[src/include/qdu_pkg.sv]
// Constants shared by the quad converter update controller
`default_nettype none
package qdu_pkg;
  localparam int NGRP = 8;
  localparam int CLK_NS = 100;
  localparam int XFER_NS = 1400;
  localparam int STAT_NS = 3400;
  localparam int XFER_CYC = (XFER_NS + CLK_NS - 1) / CLK_NS;
  localparam int STAT_CYC = (STAT_NS + CLK_NS - 1) / CLK_NS;
  // Serializer lengths leave out the pick and launch cycles
  localparam logic [5:0] XFER_LEN = 6'(XFER_CYC - 2);
  localparam logic [5:0] STAT_LEN = 6'(STAT_CYC - 2);
  localparam logic [5:0] SHIFT_CYC = 6'h0C;
  localparam logic [7:0] OFS_GCTRL = 8'h00;
  localparam logic [7:0] OFS_GSTAT = 8'h04;
  localparam logic [7:0] OFS_LOAD = 8'h08;
  localparam logic [7:0] OFS_ISTAT = 8'h0C;
  localparam logic [7:0] OFS_CTL0 = 8'h10;
  localparam logic [7:0] OFS_TMR0 = 8'h30;
  localparam logic [7:0] OFS_END = 8'h50;
  localparam int GCTRL_MIE = 0;
  localparam int GCTRL_RUN = 8;
  localparam int GSTAT_BUSY = 0;
  localparam int GSTAT_DREQ = 8;
  localparam int GSTAT_UFL = 16;
  localparam int CTL_MODE = 0;
  localparam int CTL_GLOB = 3;
  localparam int CTL_SIE = 4;
  localparam int CTL_STEN = 5;
  localparam logic [2:0] MODE_INSTANT = 3'h1;
  localparam logic [2:0] MODE_MANUAL = 3'h2;
  localparam logic [2:0] MODE_TIMED = 3'h4;
  localparam logic [23:0] TMR_RST = 24'h0003E8;
  localparam logic [5:0] CMD_WRITE = 6'h00;
  localparam logic [7:0] CMD_STAT = 8'h80;
endpackage
`default_nettype wire

[src/qdu_ctrl.sv]
// Per-group update mode control for eight quad converters behind APB
//
// Chosen here: the placing of the registers and register access over APB.
`timescale 1ns/1ps
`default_nettype none
// Functional notes
// - each group has instant, manual-load or timed mode in its control register
// - after reset every group is in instant mode
// - instant mode sends written data promptly and updates output when sent
// - one serial link per group; channels serial, groups concurrent
// - one channel transfer takes 1.4us
// - status read adds 3.4us per update cycle
// - instant mode offers no simultaneous update
// - manual mode sends data but does not update outputs
// - setting load bit registers pending group update in manual mode
// - standalone load waits for group data, then updates all four outputs
// - global load waits for all global groups, then updates them together
// - load bit clears itself once outputs are updated
// - busy stays set while data pending, sending, or load outstanding
// - sequencer starts on start bit; same write starts groups together
// - sequencer sets data request flag; software clears it
// - per-group underflow flag readable in global status
// - enabled sequencer interrupt status set on data request; software clears
// - last written channel value kept for later sequence steps
// - clearing start bit stops sequencer on the next clock; busy clears once no data is pending or sending
// - data writes accepted during a transfer and queued
// - interrupt output when master enable and any status bit set
// - interrupt status sets only if enabled before the event
module qdu_ctrl (
  input wire logic pclk,
  input wire logic presetn,
  input wire logic psel,
  input wire logic penable,
  input wire logic pwrite,
  input wire logic [7:0] paddr,
  input wire logic [31:0] pwdata,
  output logic [31:0] prdata,
  output logic pready,
  output logic pslverr,
  output logic irq,
  output logic [7:0] dac_sclk,
  output logic [7:0] dac_sync_n,
  output logic [31:0] dac_sdo,
  output logic [7:0] dac_ldac_n
);
  localparam int NG = qdu_pkg::NGRP;

  logic [31:0] prdata_q, rd_mux;
  logic pready_q, pslverr_q, irq_q, mie_q;
  logic [NG-1:0] run_q, load_q, dreq_q, ufl_q, ist_q;
  logic [NG-1:0] busy_w, idle_w, is_inst, is_man, is_glob, is_tim, sie_v, seq_v;
  logic [NG-1:0] expire, upd, ser_busy, ser_done, lstat_v, ld_set, gl_grp;
  logic [NG-1:0] dreq_clr, ufl_clr, ist_clr;
  logic [31:0] ctl_rd [NG];
  logic [23:0] tmr_rd [NG];
  logic [15:0] rda [NG];
  logic acc, wr_en, mapped, gl_ready, gl_req;

  assign prdata = prdata_q;
  assign pready = pready_q;
  assign pslverr = pslverr_q;
  assign irq = irq_q;

  // Bus commit point and address map check
  assign acc = psel & penable & pready_q;
  assign wr_en = acc & pwrite & mapped; // Refused addresses write nothing
  assign mapped = (paddr[1:0] == 2'h0) && ((paddr < qdu_pkg::OFS_END) || paddr[7]);

  // APB answer: one wait state, registered read data and error
  always_ff @(posedge pclk or negedge presetn) begin
    if (!presetn) begin
      pready_q <= 1'b0;
      pslverr_q <= 1'b0;
      prdata_q <= 32'h00000000;
    end else if (psel && penable && !pready_q) begin
      pready_q <= 1'b1;
      pslverr_q <= !mapped;
      prdata_q <= (pwrite || !mapped) ? 32'h00000000 : rd_mux;
    end else begin
      pready_q <= 1'b0;
      pslverr_q <= 1'b0;
    end
  end

  // Read multiplexer
  always_comb begin
    rd_mux = 32'h00000000;
    if (paddr[7]) begin
      rd_mux = {16'h0000, rda[paddr[6:4]]};
    end else begin
      unique case (paddr)
        qdu_pkg::OFS_GCTRL: begin
          rd_mux[qdu_pkg::GCTRL_MIE] = mie_q;
          rd_mux[qdu_pkg::GCTRL_RUN +: NG] = run_q;
        end
        qdu_pkg::OFS_GSTAT: begin
          rd_mux[qdu_pkg::GSTAT_BUSY +: NG] = busy_w;
          rd_mux[qdu_pkg::GSTAT_DREQ +: NG] = dreq_q;
          rd_mux[qdu_pkg::GSTAT_UFL +: NG] = ufl_q;
        end
        qdu_pkg::OFS_LOAD: rd_mux[NG-1:0] = load_q;
        qdu_pkg::OFS_ISTAT: rd_mux[NG-1:0] = ist_q;
        default: begin
          for (int g = 0; g < NG; g++) begin
            if (paddr == qdu_pkg::OFS_CTL0 + 8'(4 * g)) begin
              rd_mux = ctl_rd[g];
            end
            if (paddr == qdu_pkg::OFS_TMR0 + 8'(4 * g)) begin
              rd_mux = {8'h00, tmr_rd[g]};
            end
          end
        end
      endcase
    end
  end

  // Write strobes for set and clear fields
  assign ld_set = (wr_en && paddr == qdu_pkg::OFS_LOAD) ? pwdata[NG-1:0] : '0;
  assign dreq_clr = (wr_en && paddr == qdu_pkg::OFS_GSTAT) ? pwdata[qdu_pkg::GSTAT_DREQ +: NG] : '0;
  assign ufl_clr = (wr_en && paddr == qdu_pkg::OFS_GSTAT) ? pwdata[qdu_pkg::GSTAT_UFL +: NG] : '0;
  assign ist_clr = (wr_en && paddr == qdu_pkg::OFS_ISTAT) ? pwdata[NG-1:0] : '0;

  // Global control: master interrupt enable and sequencer run bits
  always_ff @(posedge pclk or negedge presetn) begin
    if (!presetn) begin
      mie_q <= 1'b0;
      run_q <= '0;
    end else if (wr_en && paddr == qdu_pkg::OFS_GCTRL) begin
      mie_q <= pwdata[qdu_pkg::GCTRL_MIE];
      run_q <= pwdata[qdu_pkg::GCTRL_RUN +: NG];
    end
  end

  // Load requests: set by software, cleared by the manual-mode update
  always_ff @(posedge pclk or negedge presetn) begin
    if (!presetn) begin
      load_q <= '0;
    end else begin
      load_q <= ld_set | (load_q & ~(upd & is_man));
    end
  end

  // Sequencer data request, underflow and interrupt status
  always_ff @(posedge pclk or negedge presetn) begin
    if (!presetn) begin
      dreq_q <= '0;
      ufl_q <= '0;
      ist_q <= '0;
    end else begin
      dreq_q <= expire | (dreq_q & ~dreq_clr);
      ufl_q <= (expire & dreq_q) | (ufl_q & ~ufl_clr);
      ist_q <= (expire & sie_v) | (ist_q & ~ist_clr);
    end
  end

  // Interrupt output
  always_ff @(posedge pclk or negedge presetn) begin
    if (!presetn) begin
      irq_q <= 1'b0;
    end else begin
      irq_q <= mie_q & (|ist_q);
    end
  end

  // Global load: all global groups idle and any of them requested
  assign gl_grp = is_man & is_glob;
  assign gl_ready = &(~gl_grp | idle_w);
  assign gl_req = |(gl_grp & load_q);

  for (genvar g = 0; g < NG; g++) begin : grp
    logic [2:0] mode_q;
    logic glob_q, sie_q, sten_q, ctl_wr, tmr_wr;
    logic [23:0] tmr_q, cnt_q, frame;
    logic [3:0] pend_q, wr_set, clr;
    logic [1:0] pick, lch_q;
    logic [15:0] rdb;
    logic [5:0] len;
    logic found, can_go, launch_q, lstat_q, stat_due_q, seq_q, ldac_n_q;

    assign ctl_wr = wr_en && (paddr == qdu_pkg::OFS_CTL0 + 8'(4 * g));
    assign tmr_wr = wr_en && (paddr == qdu_pkg::OFS_TMR0 + 8'(4 * g));

    // Group mode and options; illegal mode codes keep the old mode
    always_ff @(posedge pclk or negedge presetn) begin
      if (!presetn) begin
        mode_q <= qdu_pkg::MODE_INSTANT;
        glob_q <= 1'b0;
        sie_q <= 1'b0;
        sten_q <= 1'b0;
      end else if (ctl_wr) begin
        if (pwdata[qdu_pkg::CTL_MODE +: 3] inside {qdu_pkg::MODE_INSTANT, qdu_pkg::MODE_MANUAL,
                                                   qdu_pkg::MODE_TIMED}) begin
          mode_q <= pwdata[qdu_pkg::CTL_MODE +: 3];
        end
        glob_q <= pwdata[qdu_pkg::CTL_GLOB];
        sie_q <= pwdata[qdu_pkg::CTL_SIE];
        sten_q <= pwdata[qdu_pkg::CTL_STEN];
      end
    end

    // Sequence period
    always_ff @(posedge pclk or negedge presetn) begin
      if (!presetn) begin
        tmr_q <= qdu_pkg::TMR_RST;
      end else if (tmr_wr) begin
        tmr_q <= pwdata[23:0];
      end
    end

    // Pending channels: a new write wins over the launch clear
    assign wr_set = (wr_en && paddr[7] && paddr[6:4] == 3'(g)) ? (4'h1 << paddr[3:2]) : 4'h0;
    assign can_go = !ser_busy[g] && !launch_q;
    assign clr = (can_go && found) ? (4'h1 << pick) : 4'h0;
    always_ff @(posedge pclk or negedge presetn) begin
      if (!presetn) begin
        pend_q <= 4'h0;
      end else begin
        pend_q <= wr_set | (pend_q & ~clr);
      end
    end

    // Lowest pending channel goes first
    always_comb begin
      pick = 2'h0;
      found = 1'b0;
      for (int c = 3; c >= 0; c--) begin
        if (pend_q[c]) begin
          pick = 2'(c);
          found = 1'b1;
        end
      end
    end

    // Launch a data frame, or a status frame when no data waits
    always_ff @(posedge pclk or negedge presetn) begin
      if (!presetn) begin
        launch_q <= 1'b0;
        lstat_q <= 1'b0;
        lch_q <= 2'h0;
      end else begin
        launch_q <= can_go && (found || stat_due_q);
        if (can_go) begin
          lstat_q <= !found;
          lch_q <= pick;
        end
      end
    end

    // Status read owed after each data cycle when enabled
    always_ff @(posedge pclk or negedge presetn) begin
      if (!presetn) begin
        stat_due_q <= 1'b0;
      end else begin
        stat_due_q <= (ser_done[g] && !lstat_q && sten_q) || (stat_due_q && !(can_go && !found));
      end
    end

    // Sequencer run state and period counter
    always_ff @(posedge pclk or negedge presetn) begin
      if (!presetn) begin
        seq_q <= 1'b0;
        cnt_q <= 24'h000000;
      end else begin
        seq_q <= run_q[g] && (mode_q == qdu_pkg::MODE_TIMED);
        if (!seq_q || cnt_q == 24'h000000) begin
          cnt_q <= tmr_q;
        end else begin
          cnt_q <= cnt_q - 24'h000001;
        end
      end
    end
    assign expire[g] = seq_q && (cnt_q == 24'h000000);

    // Output update events per mode
    assign upd[g] = (is_inst[g] && ser_done[g] && !lstat_q)
                  || (is_man[g] && !glob_q && load_q[g] && idle_w[g])
                  || (gl_grp[g] && gl_ready && gl_req)
                  || expire[g];
    always_ff @(posedge pclk or negedge presetn) begin
      if (!presetn) begin
        ldac_n_q <= 1'b1;
      end else begin
        ldac_n_q <= !upd[g];
      end
    end
    assign dac_ldac_n[g] = ldac_n_q;

    // Frame: command byte with channel, then sixteen data bits
    assign frame = lstat_q ? {qdu_pkg::CMD_STAT, 16'h0000} : {qdu_pkg::CMD_WRITE, lch_q, rdb};
    assign len = lstat_q ? qdu_pkg::STAT_LEN : qdu_pkg::XFER_LEN;

    qdu_mem u_mem (
      .pclk(pclk),
      .presetn(presetn),
      .we(|wr_set),
      .waddr(paddr[3:2]),
      .wdata(pwdata[15:0]),
      .raddr_a(paddr[3:2]),
      .raddr_b(pick),
      .rdata_a_q(rda[g]),
      .rdata_b_q(rdb)
    );

    // Own serial link per group, so groups run concurrently
    qdu_ser u_ser (
      .pclk(pclk),
      .presetn(presetn),
      .start(launch_q),
      .len(len),
      .frame(frame),
      .busy(ser_busy[g]),
      .done_q(ser_done[g]),
      .sclk_q(dac_sclk[g]),
      .sync_n_q(dac_sync_n[g]),
      .sdo_q(dac_sdo[4*g +: 4])
    );

    // Exported group state
    assign is_inst[g] = (mode_q == qdu_pkg::MODE_INSTANT);
    assign is_man[g] = (mode_q == qdu_pkg::MODE_MANUAL);
    assign is_tim[g] = (mode_q == qdu_pkg::MODE_TIMED);
    assign is_glob[g] = glob_q;
    assign sie_v[g] = sie_q;
    assign seq_v[g] = seq_q;
    assign lstat_v[g] = lstat_q;
    assign idle_w[g] = !(|pend_q) && !launch_q && !ser_busy[g];
    assign busy_w[g] = !idle_w[g] || stat_due_q || (is_man[g] && load_q[g]) || seq_q;
    assign ctl_rd[g] = {26'h0000000, sten_q, sie_q, glob_q, mode_q};
    assign tmr_rd[g] = tmr_q;
  end
endmodule // qdu_ctrl
`default_nettype wire

[src/qdu_mem.sv]
// Four-word channel data store with two registered read ports
`timescale 1ns/1ps
`default_nettype none
module qdu_mem (
  input wire logic pclk,
  input wire logic presetn,
  input wire logic we,
  input wire logic [1:0] waddr,
  input wire logic [15:0] wdata,
  input wire logic [1:0] raddr_a,
  input wire logic [1:0] raddr_b,
  output logic [15:0] rdata_a_q,
  output logic [15:0] rdata_b_q
);
  logic [15:0] mem_q [4];

  // Storage keeps the last value written per channel
  always_ff @(posedge pclk or negedge presetn) begin
    if (!presetn) begin
      for (int i = 0; i < 4; i++) begin
        mem_q[i] <= 16'h0000;
      end
    end else if (we) begin
      mem_q[waddr] <= wdata;
    end
  end

  // Registered reads for bus and serializer
  always_ff @(posedge pclk or negedge presetn) begin
    if (!presetn) begin
      rdata_a_q <= 16'h0000;
      rdata_b_q <= 16'h0000;
    end else begin
      rdata_a_q <= mem_q[raddr_a];
      rdata_b_q <= mem_q[raddr_b];
    end
  end
endmodule // qdu_mem
`default_nettype wire

[src/qdu_ser.sv]
// Nibble-wide serial frame sender for one quad converter
`timescale 1ns/1ps
`default_nettype none
module qdu_ser (
  input wire logic pclk,
  input wire logic presetn,
  input wire logic start,
  input wire logic [5:0] len,
  input wire logic [23:0] frame,
  output logic busy,
  output logic done_q,
  output logic sclk_q,
  output logic sync_n_q,
  output logic [3:0] sdo_q
);
  typedef enum logic [1:0] {SER_IDLE = 2'h1, SER_SHIFT = 2'h2} qdu_ser_state_t;
  qdu_ser_state_t state_q;
  logic [5:0] cnt_q, len_q;
  logic [23:0] sh_q;

  assign busy = (state_q == SER_SHIFT);

  // Frame shifting: data changes on falling sclk, sampled on rising
  always_ff @(posedge pclk or negedge presetn) begin
    if (!presetn) begin
      state_q <= SER_IDLE;
      cnt_q <= 6'h00;
      len_q <= 6'h00;
      sh_q <= 24'h000000;
      done_q <= 1'b0;
      sclk_q <= 1'b0;
      sync_n_q <= 1'b1;
      sdo_q <= 4'h0;
    end else begin
      unique case (state_q)
        SER_IDLE: begin
          done_q <= 1'b0;
          if (start) begin
            state_q <= SER_SHIFT;
            cnt_q <= 6'h00;
            len_q <= len;
            sh_q <= {frame[19:0], 4'h0};
            sdo_q <= frame[23:20];
            sync_n_q <= 1'b0;
          end
        end
        SER_SHIFT: begin
          cnt_q <= cnt_q + 6'h01;
          if (cnt_q < qdu_pkg::SHIFT_CYC) begin
            sclk_q <= ~sclk_q;
            if (sclk_q) begin
              sdo_q <= sh_q[23:20];
              sh_q <= {sh_q[19:0], 4'h0};
            end
          end
          if (cnt_q == qdu_pkg::SHIFT_CYC - 6'h01) begin
            sync_n_q <= 1'b1;
          end
          if (cnt_q == len_q - 6'h01) begin
            state_q <= SER_IDLE;
            done_q <= 1'b1;
          end
        end
      endcase
    end
  end
endmodule // qdu_ser
`default_nettype wire

[config.mk]
export PLATFORM = sky130hd
export DESIGN_NAME = qdu_ctrl
export DESIGN_NICKNAME = d
export VERILOG_FILES = /design/src/include/qdu_pkg.sv /design/src/qdu_ctrl.sv /design/src/qdu_mem.sv /design/src/qdu_ser.sv
export SDC_FILE = /design/constraint.sdc
export NUM_CORES = 2
export LEC_CHECK = 0
export BUFFER_PORTS_ARGS = -buffer_cell sky130_fd_sc_hd__buf_4
export CORE_UTILIZATION = 68
export CTS_CLUSTER_DIAMETER = 100
export DETAILED_ROUTE_END_ITERATION = 7
export GPL_TIMING_DRIVEN = 0
export PLACE_DENSITY = 0.9
export SLEW_MARGIN = 20
export SYNTH_ARGS = -nofsm -noshare
export SYNTH_HDL_FRONTEND = slang
export SYNTH_SLANG_ARGS = --single-unit
[constraint.sdc]
create_clock -name pclk -period 5 [get_ports pclk]
set_input_delay 0.25 -clock pclk [delete_from_list [all_inputs] [get_ports pclk]]
set_output_delay 0.25 -clock pclk [all_outputs]
set_load 0.01 [all_outputs]
Word-level counts from Yosys, hierarchy flattened

Index checks and enable logic that the tools add are counted.

Reduce and logical (&&, ||, !) cells: 423
Add/sub/neg operators: 24
Shift-type cells: 9
Eq/ne operators: 125
Muxes and demuxes: 338
Bitwise logic cells: 66
Magnitude comparators: 20

Operator list:

| cell                                                                   | number |
|---|---|
| 24-bit two-way mux                                                     | 43 |
| 16-bit two-way mux                                                     | 35 |
| 16-bit binary-select mux with 2-bit select                             | 16 |
| 64-bit bitwise mux                                                     | 8 |
| 32-bit two-way mux                                                     | 14 |
| 24-bit case mux with 2 select lines                                    | 8 |
| 24-bit logical NOT                                                     | 8 |
| 24-bit by 1-bit subtractor with 24-bit output (second input constant)  | 8 |
| 1-bit logical AND                                                      | 185 |
| 4-bit two-way mux                                                      | 40 |
| 6-bit two-way mux                                                      | 17 |
| 2-bit two-way mux                                                      | 48 |
| 6-bit case mux with 2 select lines                                     | 8 |
| 1-bit logical NOT                                                      | 82 |
| 2-bit inequality test (second input constant)                          | 40 |
| 2-bit AND reduction                                                    | 40 |
| 1-bit logical OR                                                       | 74 |
| 8-bit bitwise AND                                                      | 9 |
| 4-bit OR reduction                                                     | 17 |
| 8-bit by 6-bit equality test with 1-bit output (second input constant) | 8 |
| 4-bit case mux with 2 select lines                                     | 8 |
| 1-bit two-way mux                                                      | 58 |
| 6-bit by 1-bit adder with 6-bit output (second input constant)         | 8 |
| 16-bit binary-select mux with 3-bit select                             | 1 |
| other kinds (44)                                                       | 222 |

Output and inout bits: 91
Bits in registers: 1,724
Word-level logic and storage cells: 1,231

Depth between registers and ports, before layout

Depth after elaboration: 20
Mapped depth: 10

By module

A second synthesis with hierarchy kept.

Cell total of the unflattened synthesis: 6,107
Area, all modules: 78,303.8 um^2

By module, submodules not included:

| module   | cells an instance | instances | area an instance (um^2) |
|---|---|---|---|
| qdu_mem  | 208               | 8         | 3,975.1 |
| qdu_ctrl | 3,107             | 1         | 31,228.7 |
| qdu_ser  | 167               | 8         | 1,909.3 |

Worst setup path after synthesis

OpenSTA, ideal clock, no wires.

Kind: reg-to-reg
From: register grp[4].pend_q[0]
To: register load_q[4]
Data arrival time: 2.288 ns
Data required time: 4.842 ns
Path buffers: 2
Slack: 2.555 ns
Cell stages (with the launch flop): 9
Cell sequence: dfrtp_1 > buf_2 > or4_1 > or3_1 > a22o_1 > or3_4 > nor2_4 > buf_4 > a311oi_1

Cells in the longest elaborated chain, start to end: 14

Ends and longest elaborated chain:

| item                                | RTL line        | RTL |
|---|---|---|
| from (decl)                         | qdu_ctrl.sv:174 | `logic [3:0] pend_q, wr_set, clr;` |
| from (signal assigned)              | qdu_ctrl.sv:218 | `pend_q <= wr_set \| (pend_q & ~clr);` |
| 4-bit OR reduction (*)              | qdu_ctrl.sv:326 | `assign idle_w[g] = !(\|pend_q) && !launch_q && !ser_busy[g];` |
| 1-bit logical NOT (*)               | qdu_ctrl.sv:326 |  |
| 1-bit logical AND (*) (2 in series) | qdu_ctrl.sv:326 |  |
| 8-bit bitwise OR                    | qdu_ctrl.sv:167 | `assign gl_ready = &(~gl_grp \| idle_w);` |
| 8-bit AND reduction                 | qdu_ctrl.sv:167 |  |
| 1-bit logical AND (2 in series)     | qdu_ctrl.sv:277 | `\|\| (gl_grp[g] && gl_ready && gl_req)` |
| 1-bit logical OR (*)                | qdu_ctrl.sv:277 |  |
| 1-bit logical OR (*)                | qdu_ctrl.sv:278 | `\|\| expire[g];` |
| 8-bit bitwise AND (*)               | qdu_ctrl.sv:139 | `load_q <= ld_set \| (load_q & ~(upd & is_man));` |
| 8-bit NOT (*)                       | qdu_ctrl.sv:139 |  |
| 8-bit bitwise AND (*)               | qdu_ctrl.sv:139 |  |
| 8-bit bitwise OR (*)                | qdu_ctrl.sv:139 |  |
| to (signal assigned)                | qdu_ctrl.sv:139 |  |
| to (decl)                           | qdu_ctrl.sv:50  | `logic [NG-1:0] run_q, load_q, dreq_q, ufl_q, ist_q;` |

Every way passes the cells marked *; elsewhere a longest branch is shown, timed or not.
A chain may end at the register's enable or synchronous reset.

Worst setup path in the final report

From: register grp[2].pend_q[0]
To: register grp[6].ldac_n_q

Cells in the longest elaborated chain, start to end: 11

Ends and longest elaborated chain:

| item                            | RTL line        | RTL |
|---|---|---|
| from (decl)                     | qdu_ctrl.sv:174 |  |
| from (signal assigned)          | qdu_ctrl.sv:218 |  |
| 4-bit OR reduction              | qdu_ctrl.sv:326 |  |
| 1-bit logical NOT               | qdu_ctrl.sv:326 |  |
| 1-bit logical AND (2 in series) | qdu_ctrl.sv:326 |  |
| 8-bit bitwise OR                | qdu_ctrl.sv:167 |  |
| 8-bit AND reduction             | qdu_ctrl.sv:167 |  |
| 1-bit logical AND (2 in series) | qdu_ctrl.sv:277 |  |
| 1-bit logical OR                | qdu_ctrl.sv:277 |  |
| 1-bit logical OR                | qdu_ctrl.sv:278 |  |
| 1-bit logical NOT               | qdu_ctrl.sv:283 | `ldac_n_q <= !upd[g];` |
| to (signal assigned)            | qdu_ctrl.sv:283 |  |
| to (decl)                       | qdu_ctrl.sv:178 | `logic found, can_go, launch_q, lstat_q, stat_due_q, seq_q, ldac_n_q;` |

No other way between the ends.

==> results_dict.tcl <==
set metrics [dict create \
    synth_area_per_cell_um2 12.0 \
    place_area_um2 78000 \
    path_cells "clkbuf_1 -> or4_1 -> o31ai_2 -> o2111ai_1 -> or3_4 -> nor2_4 -> buf_4 -> a21oi_1" \
    drive_gt1_share_pct 24.0 \
    synth_top_family_by_area "multiplexers" \
    synth_edf_count 0 \
    io_pins 136 \
    drtIter0Drc 8301 \
    worstSkewPairLatency_ns 0.82 \
    stdcell_count 8136 \
    crit_fanout 10 \
    place_hpwl_mm 175 \
    cts_root_buffer "clkbuf_16" \
    die_w_um 334 \
    ys_seq_area_share_pct 55.4 \
    cap_violations 0 \
    clock-sinks 1652 \
    dr.pass1.iters 8 \
    path_buf_inv 2 \
    min_path_cells 3 \
    core_um2 109000 \
    arrival_ns 4.38 \
    synth.distinct_cells 86 \
    start_util_pct 68.6 \
    cts_tree "done" \
    ctsLongestPathBuffers 3 \
    netlist_instances 6238 \
    grt.met3_usage_pct 17.0 \
    timing.rr.end "grp[6].ldac_n_q" \
    post-route-period-util_pct 75.2 \
    fin_crit_ns 3.76 \
    vias_per_cell 7.27 \
    drc 13 \
    htree_levels 4 \
    hp-class "input pin to flip-flop" \
    synth_compound_area_share_pct 11.7 \
    yosys_warnings 0 \
    netlist_area_um2 74800 \
    relSlewSlack_pct 8.13 \
    die-area_um2 111000 \
    gr-usage-met1_pct 59.6 \
    p_per_area_nw_per_um2 326 \
    outcome "complete, but fails checks" \
    worstSetupStartpointType "flip-flop" \
    fin_nets 6639 \
    synth-async-reset-ratio_pct 100 \
    antenna_found_initial 33 \
    synthAdderAreaFrac_pct 0.402 \
    finalHoldViolations 0 \
    ir_drop_mv 0.327 \
    yosys-mux-area-fraction_pct 16.7 \
    pwr-share-clk_pct 47.0 \
    ant_nets 0 \
    drt_wl_total_mm 258 \
    hold_ws_ns 0.103 \
    cts-resized-gates 0 \
    grt_use_total_pct 46.7 \
    internal-power_mw 20.9 \
    dp.cells 7794 \
    ys_seq_elements 1652 \
    p_total_mw 27.3 \
    reg2reg_from "grp[2].pend_q[0]" \
    violations "DRC" \
    globalplace.congestion 1.05 \
    met2_usage_pct 68.1 \
    cp_slowest_stage_delay_ns 0.77 \
    drv_slew 0 \
    area_delta_synth_final_pct 12.1 \
    reg2regPathDepth 8 \
    fmax_ghz 0.266 \
    cp_top_family "simple AND/OR/NAND/NOR gates" \
    fill_cells 6191 \
    port_buffers 115 \
    final_cell_area_um2 83800 \
    num_vias 59100 \
    power_switching_mw 6.45 \
    slowest_stage "o31ai_2" \
    yosys.area_share.simple_pct 10.6 \
    row_count 121 \
    yosys_most_used_dff "dfrtp_1" \
    worst_slew_pin_slew_ns 1.38 \
    clock-skew-final_ns 0.0314 \
    grt_pass1_wl_mm 380 \
    finalSetupTns_ns 0 \
    layout_common_cells "dfrtp_1, mux2_2, nand2_1" \
    seq_area_um2 41400 \
    busiest_layer "met2" \
    p_leak_nw 39.7 \
    seqPwrFrac_pct 49.2 \
    worstPathRequired_ns 5.62 \
    multiInputGateArea_um2 31200 \
    r2r_slack_ns 1.24 \
    cp-end-kind "flip-flop" \
    p_sw_share_pct 23.6 \
    grt_max_degree 155 \
    clk_pin_slew_ns 0.07 \
    min_to "load_q[1]" \
    final_common_cell "dfrtp_1" \
    cts_made_buffers 164 \
    rsz0062_at_grt "false" \
    hold_path_startpoint "pwdata[1]" \
    dieHeight_um 334 \
    setup_viol 0 \
    grt_overflow 0 \
    p_comb_share_pct 3.9 \
    synth_xor_area_share_pct 2.19 \
    wl_per_cell_um 31.7 \
    criticalPathCategory "flip-flop to flip-flop" \
    grt_pass1_vias 58300 \
]
[layout make-up]
cell class              count  share of cell area, %
flip-flops and latches   1652                   49.5
multi-input cells        4067                   37.3
clock buffers             242                   5.72
plain buffers             466                   2.42
well taps                1414                   2.11
repair buffers            159                   1.80
clock inverters            60                  0.888
inverters                  60                  0.269
diodes                     16                 0.0478
[flip-flops by register name (all words and copies together), names as in the netlist, 16 cells and up]
register             count
grp.u_mem.rdata_b_q    128
grp.u_ser.sdo_q         32
grp.mode_q              24
grp.u_ser.sh_q         160
grp.u_ser.state_q       16
grp.tmr_q              192
grp.cnt_q              192
prdata                  24
grp.u_mem.mem_q        512
grp.lch_q               16
grp.u_ser.len_q         16
grp.pend_q              32
grp.u_ser.cnt_q         48
grp.u_mem.rdata_a_q    128
[cell families after synthesis]
group / Yosys count
compound gates: 1300
xor+xnor: 187
fa+ha+maj: 24
buf+inv: 526
flops: 1652
mux: 941
other cells: 1
simple gates: 1607
[worst max path at each step]
stage,cells after the start,startpoint,end
3_5_place_dp,7,paddr[2],grp[4].u_mem.rdata_a_q[7]
3_3_place_gp,1,presetn,grp[5].u_ser.cnt_q[4]
2_1_floorplan,8,grp[4].pend_q[0],load_q[4]
5_1_grt,7,grp[1].pend_q[0],prdata[1]
4_1_cts,8,grp[2].pend_q[0],grp[6].ldac_n_q
6_report,8,grp[2].pend_q[0],grp[6].ldac_n_q
[tightest hold or removal path: cells and delay by family]
family,cells,cell delay (ns)
AOI/OAI and AO/OA,1,0.09
and+or+nand+nor,1,0.20
buffers and inverters,1,0.32
[Yosys cell counts, drive strengths merged, types with 9 or more instances]
| cell type | count | area, um2 |
|---|---|---|
| xor2 | 65 | 569 |
| mux4 | 173 | 3900 |
| mux2i | 26 | 260 |
| nand2 | 704 | 2670 |
| dfrtp | 1572 | 39300 |
| or3 | 53 | 337 |
| nand3b | 18 | 135 |
| or4 | 22 | 169 |
| nor4 | 46 | 319 |
| o21ai | 487 | 2440 |
| and3 | 38 | 238 |
| o22a | 9 | 78.8 |
| a31oi | 44 | 275 |
| o22ai | 27 | 169 |
| a21oi | 191 | 956 |
| inv | 60 | 225 |
| nand2b | 29 | 181 |
| buf | 162 | 873 |
| a32o | 11 | 110 |
| nand4 | 20 | 125 |
| dfstp | 80 | 2100 |
| nor3b | 105 | 788 |
| nand3 | 84 | 420 |
| mux2 | 742 | 8360 |
| clkbuf | 304 | 1140 |
| nor2 | 262 | 1020 |
| a221o | 131 | 1310 |
| ha | 24 | 300 |
| nor4b | 25 | 231 |
| xnor2 | 122 | 1070 |
| a211oi | 12 | 95.1 |
| nor2b | 39 | 244 |
| a22oi | 18 | 135 |
| a221oi | 26 | 228 |
| o31ai | 24 | 185 |
| nor3 | 92 | 472 |
| o41ai | 18 | 158 |
| or2 | 27 | 169 |
| nor4bb | 9 | 90.1 |
| a21o | 32 | 240 |
| a22o | 217 | 1900 |
[power groups by stage]
stage | clock network (mW) | logic (mW) | registers [mW]
after global routing | 13.2 | 1.11 | 13.4
after global placement | 0 | 0.933 | 13.7
after floorplan | 0 | 0.362 | 13.7
after CTS | 12.7 | 1.02 | 13.4
after detailed placement | 0 | 0.992 | 13.7
final | 12.8 | 1.06 | 13.4
[per-layer routing]
metal / wire length, um / vias to the layer above
li1: - / 23400
met2: 113000 / 4561
met5: 290 / -
met3: 34900 / 1233
met4: 19200 / 34
met1: 90400 / 29900
[metrics by stage]
step / util, % / setup slack [ns]
global placement: 71.0 / -15.70
detailed placement: 71.5 / 1.09
finish: 76.9 / 1.24
floorplan: - / 2.55
global route: 76.8 / 1.31
CTS: 76.8 / 1.45
[repair_timing]
action,4_1_cts,5_1_grt
setup buffers,0,0
hold buffers,23,0
hold endpoints to repair,502,0
Note: power is estimated with default switching activity, not from simulation.
